## config.mk

```make
export PLATFORM = sky130hd
export DESIGN_NAME = ecp_top
export DESIGN_NICKNAME = d
export VERILOG_FILES = /design/src/include/ecp_pkg.sv /design/src/core/ecp_top.sv
export SDC_FILE = /design/constraint.sdc
export NUM_CORES = 1
export LEC_CHECK = 0
export BUFFER_PORTS_ARGS = -buffer_cell sky130_fd_sc_hd__buf_4
export CAP_MARGIN = 0
export CORE_UTILIZATION = 30
export CTS_CLUSTER_SIZE = 8
export DETAILED_ROUTE_END_ITERATION = 8
export SLEW_MARGIN = 20
export SYNTH_ARGS = -nofsm -noshare
export SYNTH_HDL_FRONTEND = slang
export SYNTH_SLANG_ARGS = --single-unit
```

## constraint.sdc

```tcl
create_clock -name sys_clk_in -period 2.9 [get_ports sys_clk_in]
set_input_delay 0.29 -clock sys_clk_in [delete_from_list [all_inputs] [get_ports sys_clk_in]]
set_output_delay 0.29 -clock sys_clk_in [all_outputs]
set_load 0.03 [all_outputs]
```

## src/include/ecp_pkg.sv

```systemverilog
// Constants, register map and types of the enhanced compare and PWM unit.
//
// Overview of operation
// - Compare mode 1011 raises an internal trigger pulse on compare match.
// - The trigger resets the selected 16-bit compare timer, making a period.
// - Unit two's trigger also starts a conversion while the converter is enabled.
// - On unit three, four and five, mode 1011 acts as mode 1010.
// - A trigger reset of a compare timer never sets that timer's flag.
// - Control bits 7:6 pick output configuration, bits 3:0 mode and polarity.
// - Configuration 00 single, 10 half-bridge, 01 forward, 11 reverse bridge.
// - Duty, its low two bits, configuration and polarity are double-buffered and load at the period boundary.
// - Dead-band working copy reloads at every duty boundary and every period boundary.
// - Enhanced outputs lag the plain waveform by one instruction cycle.
// - Period is limit plus one, times four oscillator periods, times prescale.
// - After timebase equals limit: clear timebase, set output unless 0%, copy duty.
// - The postscaler only makes an update tick, never changes PWM frequency.
// - Duty is 10 bits: write byte holds high eight, control 5:4 low two.
// - Duty writes allowed anytime, move to shadow at period match; shadow read-only in PWM mode.
// - Output clears when shadow plus latch equals timebase with two fine bits.
// - A duty longer than the period never clears the output.
// - Dead-band delay is a seven-bit count of instruction cycles.
// - PWM timebase is the second or fourth timer, chosen in timer control.
// - Unit three in quad mode overrides unit four's output pin.
// - Half-bridge drives PWM on output A and its complement on output B.
// - Forward keeps A active and modulates D; reverse keeps C, modulates B.
package ecp_pkg;

  localparam int  CLK_NS        = 100;
  localparam int  TCY_TOSC      = 4;
  localparam int  TCY_NS        = CLK_NS * TCY_TOSC;
  localparam int  TCY_CYCLES    = (TCY_NS + CLK_NS - 1) / CLK_NS;
  localparam int  LAG_DEPTH     = TCY_CYCLES - 1;

  localparam logic [7:0] OFS_CTRL   = 8'h00;
  localparam logic [7:0] OFS_DUTYW  = 8'h04;
  localparam logic [7:0] OFS_DUTYS  = 8'h08;
  localparam logic [7:0] OFS_PERIOD = 8'h0C;
  localparam logic [7:0] OFS_DBAND  = 8'h10;
  localparam logic [7:0] OFS_TCTRL  = 8'h14;
  localparam logic [7:0] OFS_CMPV   = 8'h18;
  localparam logic [7:0] OFS_TMRF   = 8'h1C;
  localparam logic [7:0] OFS_TMRT   = 8'h20;
  localparam logic [7:0] OFS_STAT   = 8'h24;
  localparam logic [7:0] OFS_TBASE  = 8'h28;

  localparam logic [7:0] CTRL_RST   = 8'h00;
  localparam logic [7:0] PERIOD_RST = 8'hFF;
  localparam logic [7:0] TCTRL_RST  = 8'h00;

  localparam logic [3:0] MODE_CMP_SWI = 4'hA;
  localparam logic [3:0] MODE_SPECIAL = 4'hB;
  localparam logic [1:0] MODE_PWM_PFX = 2'h3;
  localparam logic [1:0] CFG_SINGLE   = 2'h0;
  localparam logic [1:0] CFG_FWD      = 2'h1;
  localparam logic [1:0] CFG_HALF     = 2'h2;
  localparam logic [1:0] CFG_REV      = 2'h3;
  localparam logic [1:0] PRE_1        = 2'h0;
  localparam logic [1:0] PRE_4        = 2'h1;

  localparam int  TC_CMP_SEL = 0;
  localparam int  TC_PWM_SEL = 1;
  localparam int  ST_CMP     = 0;
  localparam int  ST_TMRF    = 1;
  localparam int  ST_TMRT    = 2;
  localparam int  UNIT_SEC   = 2;
  localparam int  UNIT_THIRD = 3;

  typedef struct packed {
    logic a;
    logic b;
    logic c;
    logic d;
  } ecp_pins_t;

  typedef struct packed {
    logic [1:0] cfg;
    logic [1:0] dlsb;
    logic [3:0] mode;
  } ecp_ctrl_t;

  typedef struct packed {
    logic [3:0] post;
    logic [1:0] pre;
    logic       pwm_sel;
    logic       cmp_sel;
  } ecp_tctrl_t;

endpackage : ecp_pkg

```

## src/core/ecp_top.sv

```systemverilog
// Enhanced compare and PWM unit with its APB register slave.
`timescale 1ns/1ps
`default_nettype none
module ecp_top #(
  parameter int UNIT_INDEX = 1
) (
  input  wire logic              sys_clk_in,
  input  wire logic              rstn_in,
  input  wire logic              psel_in,
  input  wire logic              penable_in,
  input  wire logic              pwrite_in,
  input  wire logic [7:0]        paddr_in,
  input  wire logic [31:0]       pwdata_in,
  output logic [31:0]            prdata_out,
  output logic                   pready_out,
  output logic                   pslverr_out,
  input  wire logic              adc_enable_in,
  input  wire ecp_pkg::ecp_pins_t port_data_in,
  input  wire ecp_pkg::ecp_pins_t port_oe_n_in,
  output ecp_pkg::ecp_pins_t     pin_data_out,
  output ecp_pkg::ecp_pins_t     pin_oe_n_out,
  output logic                   unit4_override_out,
  output logic                   special_trigger_out,
  output logic                   adc_start_out,
  output logic                   update_tick_out
);
  import ecp_pkg::*;

  ////////////////////////////////////////////////////////////////////////////
  // Register bus.

  ecp_ctrl_t   ctrl_reg;
  ecp_tctrl_t  tctrl_reg;
  logic [7:0]  duty_write_reg;
  logic [7:0]  duty_shadow_reg;
  logic [7:0]  period_reg;
  logic [6:0]  dband_reg;
  logic [15:0] cmp_val_reg;
  logic [15:0] tmr_first_reg;
  logic [15:0] tmr_third_reg;
  logic [2:0]  stat_reg;
  logic [7:0]  tbase_reg [2];
  logic [31:0] rdata_next;
  logic        hit;
  logic        wr_en;
  logic        pwm_mode;
  logic        cmp_mode;

  function automatic logic wr_at(input logic [7:0] ofs);
    wr_at = wr_en && (paddr_in == ofs);
  endfunction : wr_at

  assign wr_en    = psel_in && penable_in && pwrite_in;
  assign pwm_mode = (ctrl_reg.mode[3:2] == MODE_PWM_PFX);
  assign cmp_mode = (ctrl_reg.mode == MODE_CMP_SWI) || (ctrl_reg.mode == MODE_SPECIAL);

  always_comb begin
    hit        = 1'b1;
    rdata_next = 32'h0000_0000;
    case (paddr_in)
      OFS_CTRL:   rdata_next[7:0]  = ctrl_reg;
      OFS_DUTYW:  rdata_next[7:0]  = duty_write_reg;
      OFS_DUTYS:  rdata_next[7:0]  = duty_shadow_reg;
      OFS_PERIOD: rdata_next[7:0]  = period_reg;
      OFS_DBAND:  rdata_next[6:0]  = dband_reg;
      OFS_TCTRL:  rdata_next[7:0]  = tctrl_reg;
      OFS_CMPV:   rdata_next[15:0] = cmp_val_reg;
      OFS_TMRF:   rdata_next[15:0] = tmr_first_reg;
      OFS_TMRT:   rdata_next[15:0] = tmr_third_reg;
      OFS_STAT:   rdata_next[2:0]  = stat_reg;
      OFS_TBASE:  rdata_next[7:0]  = tbase_reg[tctrl_reg.pwm_sel];
      default:    hit              = 1'b0;
    endcase
  end

  // Read data and error are captured in the setup cycle and held for the access.
  always_ff @(posedge sys_clk_in or negedge rstn_in) begin
    if (!rstn_in) begin
      prdata_out  <= 32'h0000_0000;
      pslverr_out <= 1'b0;
    end else if (psel_in && !penable_in) begin
      prdata_out  <= pwrite_in ? 32'h0000_0000 : rdata_next;
      pslverr_out <= !hit;
    end
  end

  assign pready_out = 1'b1;

  always_ff @(posedge sys_clk_in or negedge rstn_in) begin
    if (!rstn_in) begin
      ctrl_reg       <= CTRL_RST;
      tctrl_reg      <= TCTRL_RST;
      duty_write_reg <= 8'h00;
      period_reg     <= PERIOD_RST;
      dband_reg      <= 7'h00;
      cmp_val_reg    <= 16'h0000;
    end else begin
      if (wr_at(OFS_CTRL))   ctrl_reg       <= pwdata_in[7:0];
      if (wr_at(OFS_TCTRL))  tctrl_reg      <= pwdata_in[7:0];
      if (wr_at(OFS_DUTYW))  duty_write_reg <= pwdata_in[7:0];
      if (wr_at(OFS_PERIOD)) period_reg     <= pwdata_in[7:0];
      if (wr_at(OFS_DBAND))  dband_reg      <= pwdata_in[6:0];
      if (wr_at(OFS_CMPV))   cmp_val_reg    <= pwdata_in[15:0];
    end
  end

  ////////////////////////////////////////////////////////////////////////////
  // Instruction-cycle divider, prescaler and the two PWM timebases.

  logic [1:0]  q_reg;
  logic [3:0]  pre_reg;
  logic        tcy_en;
  logic        pre_tick;
  logic [1:0]  fine_bits;
  logic [7:0]  tb_act;
  logic        period_end;
  logic [9:0]  fine_now;

  assign tcy_en = (q_reg == 2'h3);

  always_ff @(posedge sys_clk_in or negedge rstn_in) begin
    if (!rstn_in) q_reg <= 2'h0;
    else          q_reg <= q_reg + 2'h1;
  end

  always_ff @(posedge sys_clk_in or negedge rstn_in) begin
    if (!rstn_in)    pre_reg <= 4'h0;
    else if (tcy_en) pre_reg <= pre_reg + 4'h1;
  end

  // Timebase ticks once per instruction cycle times the prescale value.
  always_comb begin
    case (tctrl_reg.pre)
      PRE_1: begin
        pre_tick  = tcy_en;
        fine_bits = q_reg;
      end
      PRE_4: begin
        pre_tick  = tcy_en && (pre_reg[1:0] == 2'h3);
        fine_bits = pre_reg[1:0];
      end
      default: begin
        pre_tick  = tcy_en && (pre_reg == 4'hF);
        fine_bits = pre_reg[3:2];
      end
    endcase
  end

  assign tb_act     = tbase_reg[tctrl_reg.pwm_sel];
  assign period_end = pre_tick && (tb_act == period_reg);
  assign fine_now   = {tb_act, fine_bits};

  // Both timebases share one process so the array has a single driver.
  always_ff @(posedge sys_clk_in or negedge rstn_in) begin
    if (!rstn_in) begin
      tbase_reg[0] <= 8'h00;
      tbase_reg[1] <= 8'h00;
    end else if (pre_tick) begin
      for (int g = 0; g < 2; g++) begin
        if (tbase_reg[g] == period_reg) tbase_reg[g] <= 8'h00;
        else                            tbase_reg[g] <= tbase_reg[g] + 8'h01;
      end
    end
  end

  ////////////////////////////////////////////////////////////////////////////
  // Postscaler, used only for the update tick.

  logic [3:0] post_reg;

  always_ff @(posedge sys_clk_in or negedge rstn_in) begin
    if (!rstn_in) begin
      post_reg        <= 4'h0;
      update_tick_out <= 1'b0;
    end else begin
      update_tick_out <= 1'b0;
      if (period_end) begin
        if (post_reg == tctrl_reg.post) begin
          post_reg        <= 4'h0;
          update_tick_out <= 1'b1;
        end else begin
          post_reg <= post_reg + 4'h1;
        end
      end
    end
  end

  ////////////////////////////////////////////////////////////////////////////
  // Double-buffered PWM state and the raw waveform.

  logic [1:0] dlsb_latch;
  logic [1:0] cfg_sh;
  logic [1:0] pol_sh;
  logic       pwm_sh;
  logic       raw_reg;
  logic       raw_d;
  logic       raw_wave;
  logic       duty_hit;
  logic [6:0] db_work;
  logic [6:0] db_cnt;
  logic       db_clear;
  logic       pwm_act;

  // Equality at a fine count beyond the period never occurs, so no clear.
  assign duty_hit = ({duty_shadow_reg, dlsb_latch} == fine_now);
  assign pwm_act  = pwm_sh && pwm_mode;

  // The wave drops in the cycle of the match, so high time equals the duty count.
  assign raw_wave = raw_reg && !duty_hit;

  always_ff @(posedge sys_clk_in or negedge rstn_in) begin
    if (!rstn_in) begin
      duty_shadow_reg <= 8'h00;
      dlsb_latch      <= 2'h0;
      cfg_sh          <= CFG_SINGLE;
      pol_sh          <= 2'h0;
      pwm_sh          <= 1'b0;
    end else if (period_end) begin
      duty_shadow_reg <= duty_write_reg;
      dlsb_latch      <= ctrl_reg.dlsb;
      cfg_sh          <= ctrl_reg.cfg;
      pol_sh          <= ctrl_reg.mode[1:0];
      pwm_sh          <= pwm_mode;
    end else if (wr_at(OFS_DUTYS) && !pwm_mode) begin
      duty_shadow_reg <= pwdata_in[7:0];
    end
  end

  always_ff @(posedge sys_clk_in or negedge rstn_in) begin
    if (!rstn_in) begin
      raw_reg <= 1'b0;
    end else if (period_end) begin
      raw_reg <= ({duty_write_reg, ctrl_reg.dlsb} != 10'h000);
    end else if (duty_hit) begin
      raw_reg <= 1'b0;
    end
  end

  always_ff @(posedge sys_clk_in or negedge rstn_in) begin
    if (!rstn_in)                    db_work <= 7'h00;
    else if (period_end || duty_hit) db_work <= dband_reg;
  end

  // Each edge of the raw wave restarts the count; either side turns on at zero.
  always_ff @(posedge sys_clk_in or negedge rstn_in) begin
    if (!rstn_in) begin
      raw_d  <= 1'b0;
      db_cnt <= 7'h00;
    end else begin
      raw_d <= raw_wave;
      if (raw_wave != raw_d)              db_cnt <= db_work;
      else if (tcy_en && db_cnt != 7'h00) db_cnt <= db_cnt - 7'h01;
    end
  end

  // A zero delay must not cost the cycle in which the edge is seen.
  assign db_clear = (raw_wave == raw_d) ? (db_cnt == 7'h00) : (db_work == 7'h00);

  ////////////////////////////////////////////////////////////////////////////
  // Output steering, one-instruction-cycle lag and pin drive.

  ecp_pins_t act_now;
  ecp_pins_t use_now;
  ecp_pins_t act_lag [LAG_DEPTH];
  ecp_pins_t use_lag [LAG_DEPTH];
  logic      ovr_lag [LAG_DEPTH];
  ecp_pins_t pol_mask;

  always_comb begin
    act_now = '0;
    use_now = '0;
    if (pwm_act) begin
      case (cfg_sh)
        CFG_SINGLE: begin
          use_now = 4'b1000;
          act_now.a = raw_wave;
        end
        CFG_HALF: begin
          use_now = 4'b1100;
          act_now.a = raw_wave && db_clear;
          act_now.b = !raw_wave && db_clear;
        end
        CFG_FWD: begin
          use_now = 4'b1111;
          act_now.a = 1'b1;
          act_now.d = raw_wave;
        end
        default: begin
          use_now = 4'b1111;
          act_now.c = 1'b1;
          act_now.b = raw_wave;
        end
      endcase
    end
  end

  // Active-low polarity: mode bit 1 inverts A and C, mode bit 0 inverts B and D.
  assign pol_mask = {pol_sh[1], pol_sh[0], pol_sh[1], pol_sh[0]};

  always_ff @(posedge sys_clk_in or negedge rstn_in) begin
    if (!rstn_in) begin
      for (int i = 0; i < LAG_DEPTH; i++) begin
        act_lag[i] <= '0;
        use_lag[i] <= '0;
        ovr_lag[i] <= 1'b0;
      end
    end else begin
      act_lag[0] <= act_now ^ pol_mask;
      use_lag[0] <= use_now;
      ovr_lag[0] <= (UNIT_INDEX == UNIT_THIRD) && pwm_act && cfg_sh[0];
      for (int i = 1; i < LAG_DEPTH; i++) begin
        act_lag[i] <= act_lag[i-1];
        use_lag[i] <= use_lag[i-1];
        ovr_lag[i] <= ovr_lag[i-1];
      end
    end
  end

  // Unused pins follow the port latch and its enable.
  always_ff @(posedge sys_clk_in or negedge rstn_in) begin
    if (!rstn_in) begin
      pin_data_out       <= '0;
      pin_oe_n_out       <= '1;
      unit4_override_out <= 1'b0;
    end else begin
      pin_data_out <= (act_lag[LAG_DEPTH-1] & use_lag[LAG_DEPTH-1])
                    | (port_data_in & ~use_lag[LAG_DEPTH-1]);
      pin_oe_n_out <= port_oe_n_in & ~use_lag[LAG_DEPTH-1];
      unit4_override_out <= ovr_lag[LAG_DEPTH-1];
    end
  end

  ////////////////////////////////////////////////////////////////////////////
  // Compare timers, special event trigger and flags.

  logic [15:0] tmr_sel;
  logic        cmp_match;
  logic        special;
  logic        ovf_first;
  logic        ovf_third;
  logic        rst_first;
  logic        rst_third;
  logic        has_special;

  assign has_special = (UNIT_INDEX == 1) || (UNIT_INDEX == UNIT_SEC);
  assign tmr_sel     = tctrl_reg.cmp_sel ? tmr_third_reg : tmr_first_reg;
  assign cmp_match   = cmp_mode && tcy_en && (tmr_sel == cmp_val_reg);
  assign special     = cmp_match && (ctrl_reg.mode == MODE_SPECIAL)
                     && has_special;
  assign rst_first   = special && !tctrl_reg.cmp_sel;
  assign rst_third   = special && tctrl_reg.cmp_sel;
  assign ovf_first   = tcy_en && !rst_first && (tmr_first_reg == 16'hFFFF);
  assign ovf_third   = tcy_en && !rst_third && (tmr_third_reg == 16'hFFFF);

  always_ff @(posedge sys_clk_in or negedge rstn_in) begin
    if (!rstn_in)              tmr_first_reg <= 16'h0000;
    else if (wr_at(OFS_TMRF))  tmr_first_reg <= pwdata_in[15:0];
    else if (rst_first)        tmr_first_reg <= 16'h0000;
    else if (tcy_en)           tmr_first_reg <= tmr_first_reg + 16'h0001;
  end

  always_ff @(posedge sys_clk_in or negedge rstn_in) begin
    if (!rstn_in)              tmr_third_reg <= 16'h0000;
    else if (wr_at(OFS_TMRT))  tmr_third_reg <= pwdata_in[15:0];
    else if (rst_third)        tmr_third_reg <= 16'h0000;
    else if (tcy_en)           tmr_third_reg <= tmr_third_reg + 16'h0001;
  end

  always_ff @(posedge sys_clk_in or negedge rstn_in) begin
    if (!rstn_in) begin
      special_trigger_out <= 1'b0;
      adc_start_out       <= 1'b0;
    end else begin
      special_trigger_out <= special;
      adc_start_out <= special && (UNIT_INDEX == UNIT_SEC) && adc_enable_in;
    end
  end

  // Write one to clear; a hardware set in the same cycle wins.
  always_ff @(posedge sys_clk_in or negedge rstn_in) begin
    if (!rstn_in) begin
      stat_reg <= 3'h0;
    end else begin
      stat_reg[ST_CMP]  <= cmp_match
                        || (stat_reg[ST_CMP] && !(wr_at(OFS_STAT) && pwdata_in[ST_CMP]));
      stat_reg[ST_TMRF] <= ovf_first
                        || (stat_reg[ST_TMRF] && !(wr_at(OFS_STAT) && pwdata_in[ST_TMRF]));
      stat_reg[ST_TMRT] <= ovf_third
                        || (stat_reg[ST_TMRT] && !(wr_at(OFS_STAT) && pwdata_in[ST_TMRT]));
    end
  end

endmodule : ecp_top
`default_nettype wire

```

==> out/metrics.yaml <==
setup_violations: 0
synth_edf_count: 0
p_int_uw: 4880
synthSimpleGateAreaFrac_pct: 14.3
max_freq_mhz: 345
die_w_um: 184
hold_class: "in -> reg"
gp_routability_congestion: 0.924
totalPowerFinal_uw: 6910
start_kind: "flop"
report.final.slew_viol_count: 0
grt_overflow: 0
io_pins: 100
min_from: "pwrite_in"
fillCellCount: 3227
clk_root_buffer_cell: "clkbuf_16"
cp.arrival_ps: 3280
synth_top_family_by_area: "simple AND/OR/NAND/NOR gates"
antenna_cells: 0
num_vias: 7683
worst_pin_slew_ps: 872
cts_max_level: 4
maxCapViolCount: 0
maxSlewHeadroom_pct: 41.7
yosysTopAreaCellShare_pct: 46.0
ys_top_cells_by_area: "dfrtp_1, mux2_2, xnor2_1"
place_area_um2: 11200
synthTopCellsByCount: "dfrtp_1, nand2_1, mux2_2"
cp-end-kind: "flop"
port_buffers: 63
yosysTopAreaCell: "dfrtp_1"
grt_pass1_wl_mm: 43.6
hold_viol_final: 0
clock-sinks: 195
post-route-period-util_pct: 100
grt_pass1_vias: 7591
antenna_found_initial: 0
numPlacedInstances: 1468
synth_compound_area_share_pct: 10.9
core_area_um2: 32500
clk_latency_ps: 450
crit_path_max_fanout: 4
p_seq_share_pct: 46.1
pwr-share-clk_pct: 36.1
crit_required_ps: 3280
ys_warn_count: 0
stdcell_count: 1505
synth_xor_area_share_pct: 8.56
ys_seq_area_share_pct: 49.2
syn2layout_area_growth_pct: 20.8
p_leak_uw: 0.00531
cp-startpoint: "tctrl_reg[1]$_DFFE_PN0P_"
synth-async-reset-ratio_pct: 100
syn_avg_cell_area_um2: 10.5
dp_hpwl_mm: 20.3
swShare_pct: 29.3
synth_cell_type_count: 64
power_density_nw_per_um2: 575
firstDrtPassIters: 5
synth_area_um2: 9940
yosysMostFrequentCell: "dfrtp_1"
muxShareOfSynthArea_pct: 12.3
clkSlewWorstSetupHoldPaths_ps: 70
synthCells: 947
die-area_um2: 33900
drt_iter0_drc: 549
vias_per_cell: 5.10
power_frac_comb_pct: 17.8
r2r_setup_slack_ps: 0.6
peakVddDrop_mv: 0.382
status: "complete, no violations"
synth-main-ff-cell: "dfrtp_1"
synth-seq-cells: 195
min_period_ps: 2900
layout.nets: 1113
wire_per_inst_um: 18.4
grt_max_degree: 86
fin_area_um2: 12000
path_class: "reg -> reg"
initial_utilization_pct: 30.6
cts_buffer_depth: 2
drc: 0
skew_ps: 13.2
ant_nets: 0
grt_usage_pct: 16.9
rows: 66
cts_inserted_buffers: 17
cts_tree: "done"
r2r_start: "tctrl_reg[1]$_DFFE_PN0P_"
yosys.area_share.adder_pct: 1.13
p_sw_uw: 2030
rsz0062_at_grt: "true"
drive_gt1_share_pct: 25.2
routed_wl_mm: 27.8
die_h_um: 184
==> cell usage in the layout (no fill, tap or decap), types with 17 or more instances in the layout <==
cell type / instances
o21ai_0: 71
a21oi_1: 21
dfrtp_1: 182
xnor2_1: 56
mux2i_1: 28
nand3_1: 26
nor2_1: 63
nand4_1: 20
conb_1: 19
mux2_2: 75
nand2_1: 110
clkbuf_16: 17
buf_4: 119
xor2_1: 37
==> power by group through the flow <==
stage	logic [uW]	clock network, uW	registers [uW]
detailed placement	1180	0	3220
floorplan	774	0	3170
finish	1230	2490	3180
global placement	1160	0	3220
CTS	1220	2560	3180
global route	1380	2660	3200
==> area by class of cell <==
type	instances	area [um^2]	area share, %
sequential	195	4900	40.7
timing repair buffer	126	1010	8.39
inverter	8	32.5	0.271
clock buffer	18	429	3.57
clock inverter	14	190	1.58
tap	442	553	4.60
multi-input combinational	702	4910	40.8
==> final timing paths <==
kind	endpoint	cells after the start
worst min-delay path	prdata_out[7]$_DFFE_PN0P_	2
max in group asynchronous	pin_oe_n_out[0]$_DFF_PN1_	3
worst min register to register	use_lag[5]$_DFF_PN0_	0
min in group asynchronous	db_cnt[5]$_DFFE_PN0P_	2
worst max-delay path	act_lag[11]$_DFF_PN0_	11
worst max register to register	act_lag[11]$_DFF_PN0_	11
==> critical path, cell delays in order, from the launching register on <==
cell and delay [ps]:
dfrtp_2 410, buf_6 150, mux2i_4 240, xor2_1 180, nand4_1 140, or4_4 560, nand2_4 90, inv_4 50
xnor2_4 140, mux2_4 320, or4_4 470, nand4_1 80
==> stage by stage <==
step                TNS, ps  setup WS, ps  hold slack, ps  utilization, %
CTS                       0          3.74            36.0            36.6
global placement       -123          -123             335            34.4
floorplan                 0          56.5           -5.59               -
finish                    0         0.587            52.9            36.9
detailed placement     -263          -195             335            34.4
global route           -119          -119            41.7            36.9
==> repair_timing <==
item,4_1_cts,5_1_grt
hold endpoints to repair,79,0
resized for setup,13,16
hold buffers,1,0
buffers inserted,4,0
setup endpoints to repair,2,18
gates cloned,0,0
pin swaps,5,5
==> kinds of logic (layout without fill, tap and decap cells) <==
logic type	after synthesis	after routing
compound gates	169	169
buf+inv	67	166
xor+xnor	95	95
mux	112	112
fa+ha+maj	9	9
flops	195	195
other cells	2	19
simple gates	298	298
==> routing by layer <==
layer	track usage, %	routed length, um	vias to the layer above
met4	4.90	365	0
met1	23.0	12600	3847
met2	26.7	13000	255
met5	0	0	-
li1	-	-	3554
met3	3.88	1860	27
(Power assumes the default switching activity.)
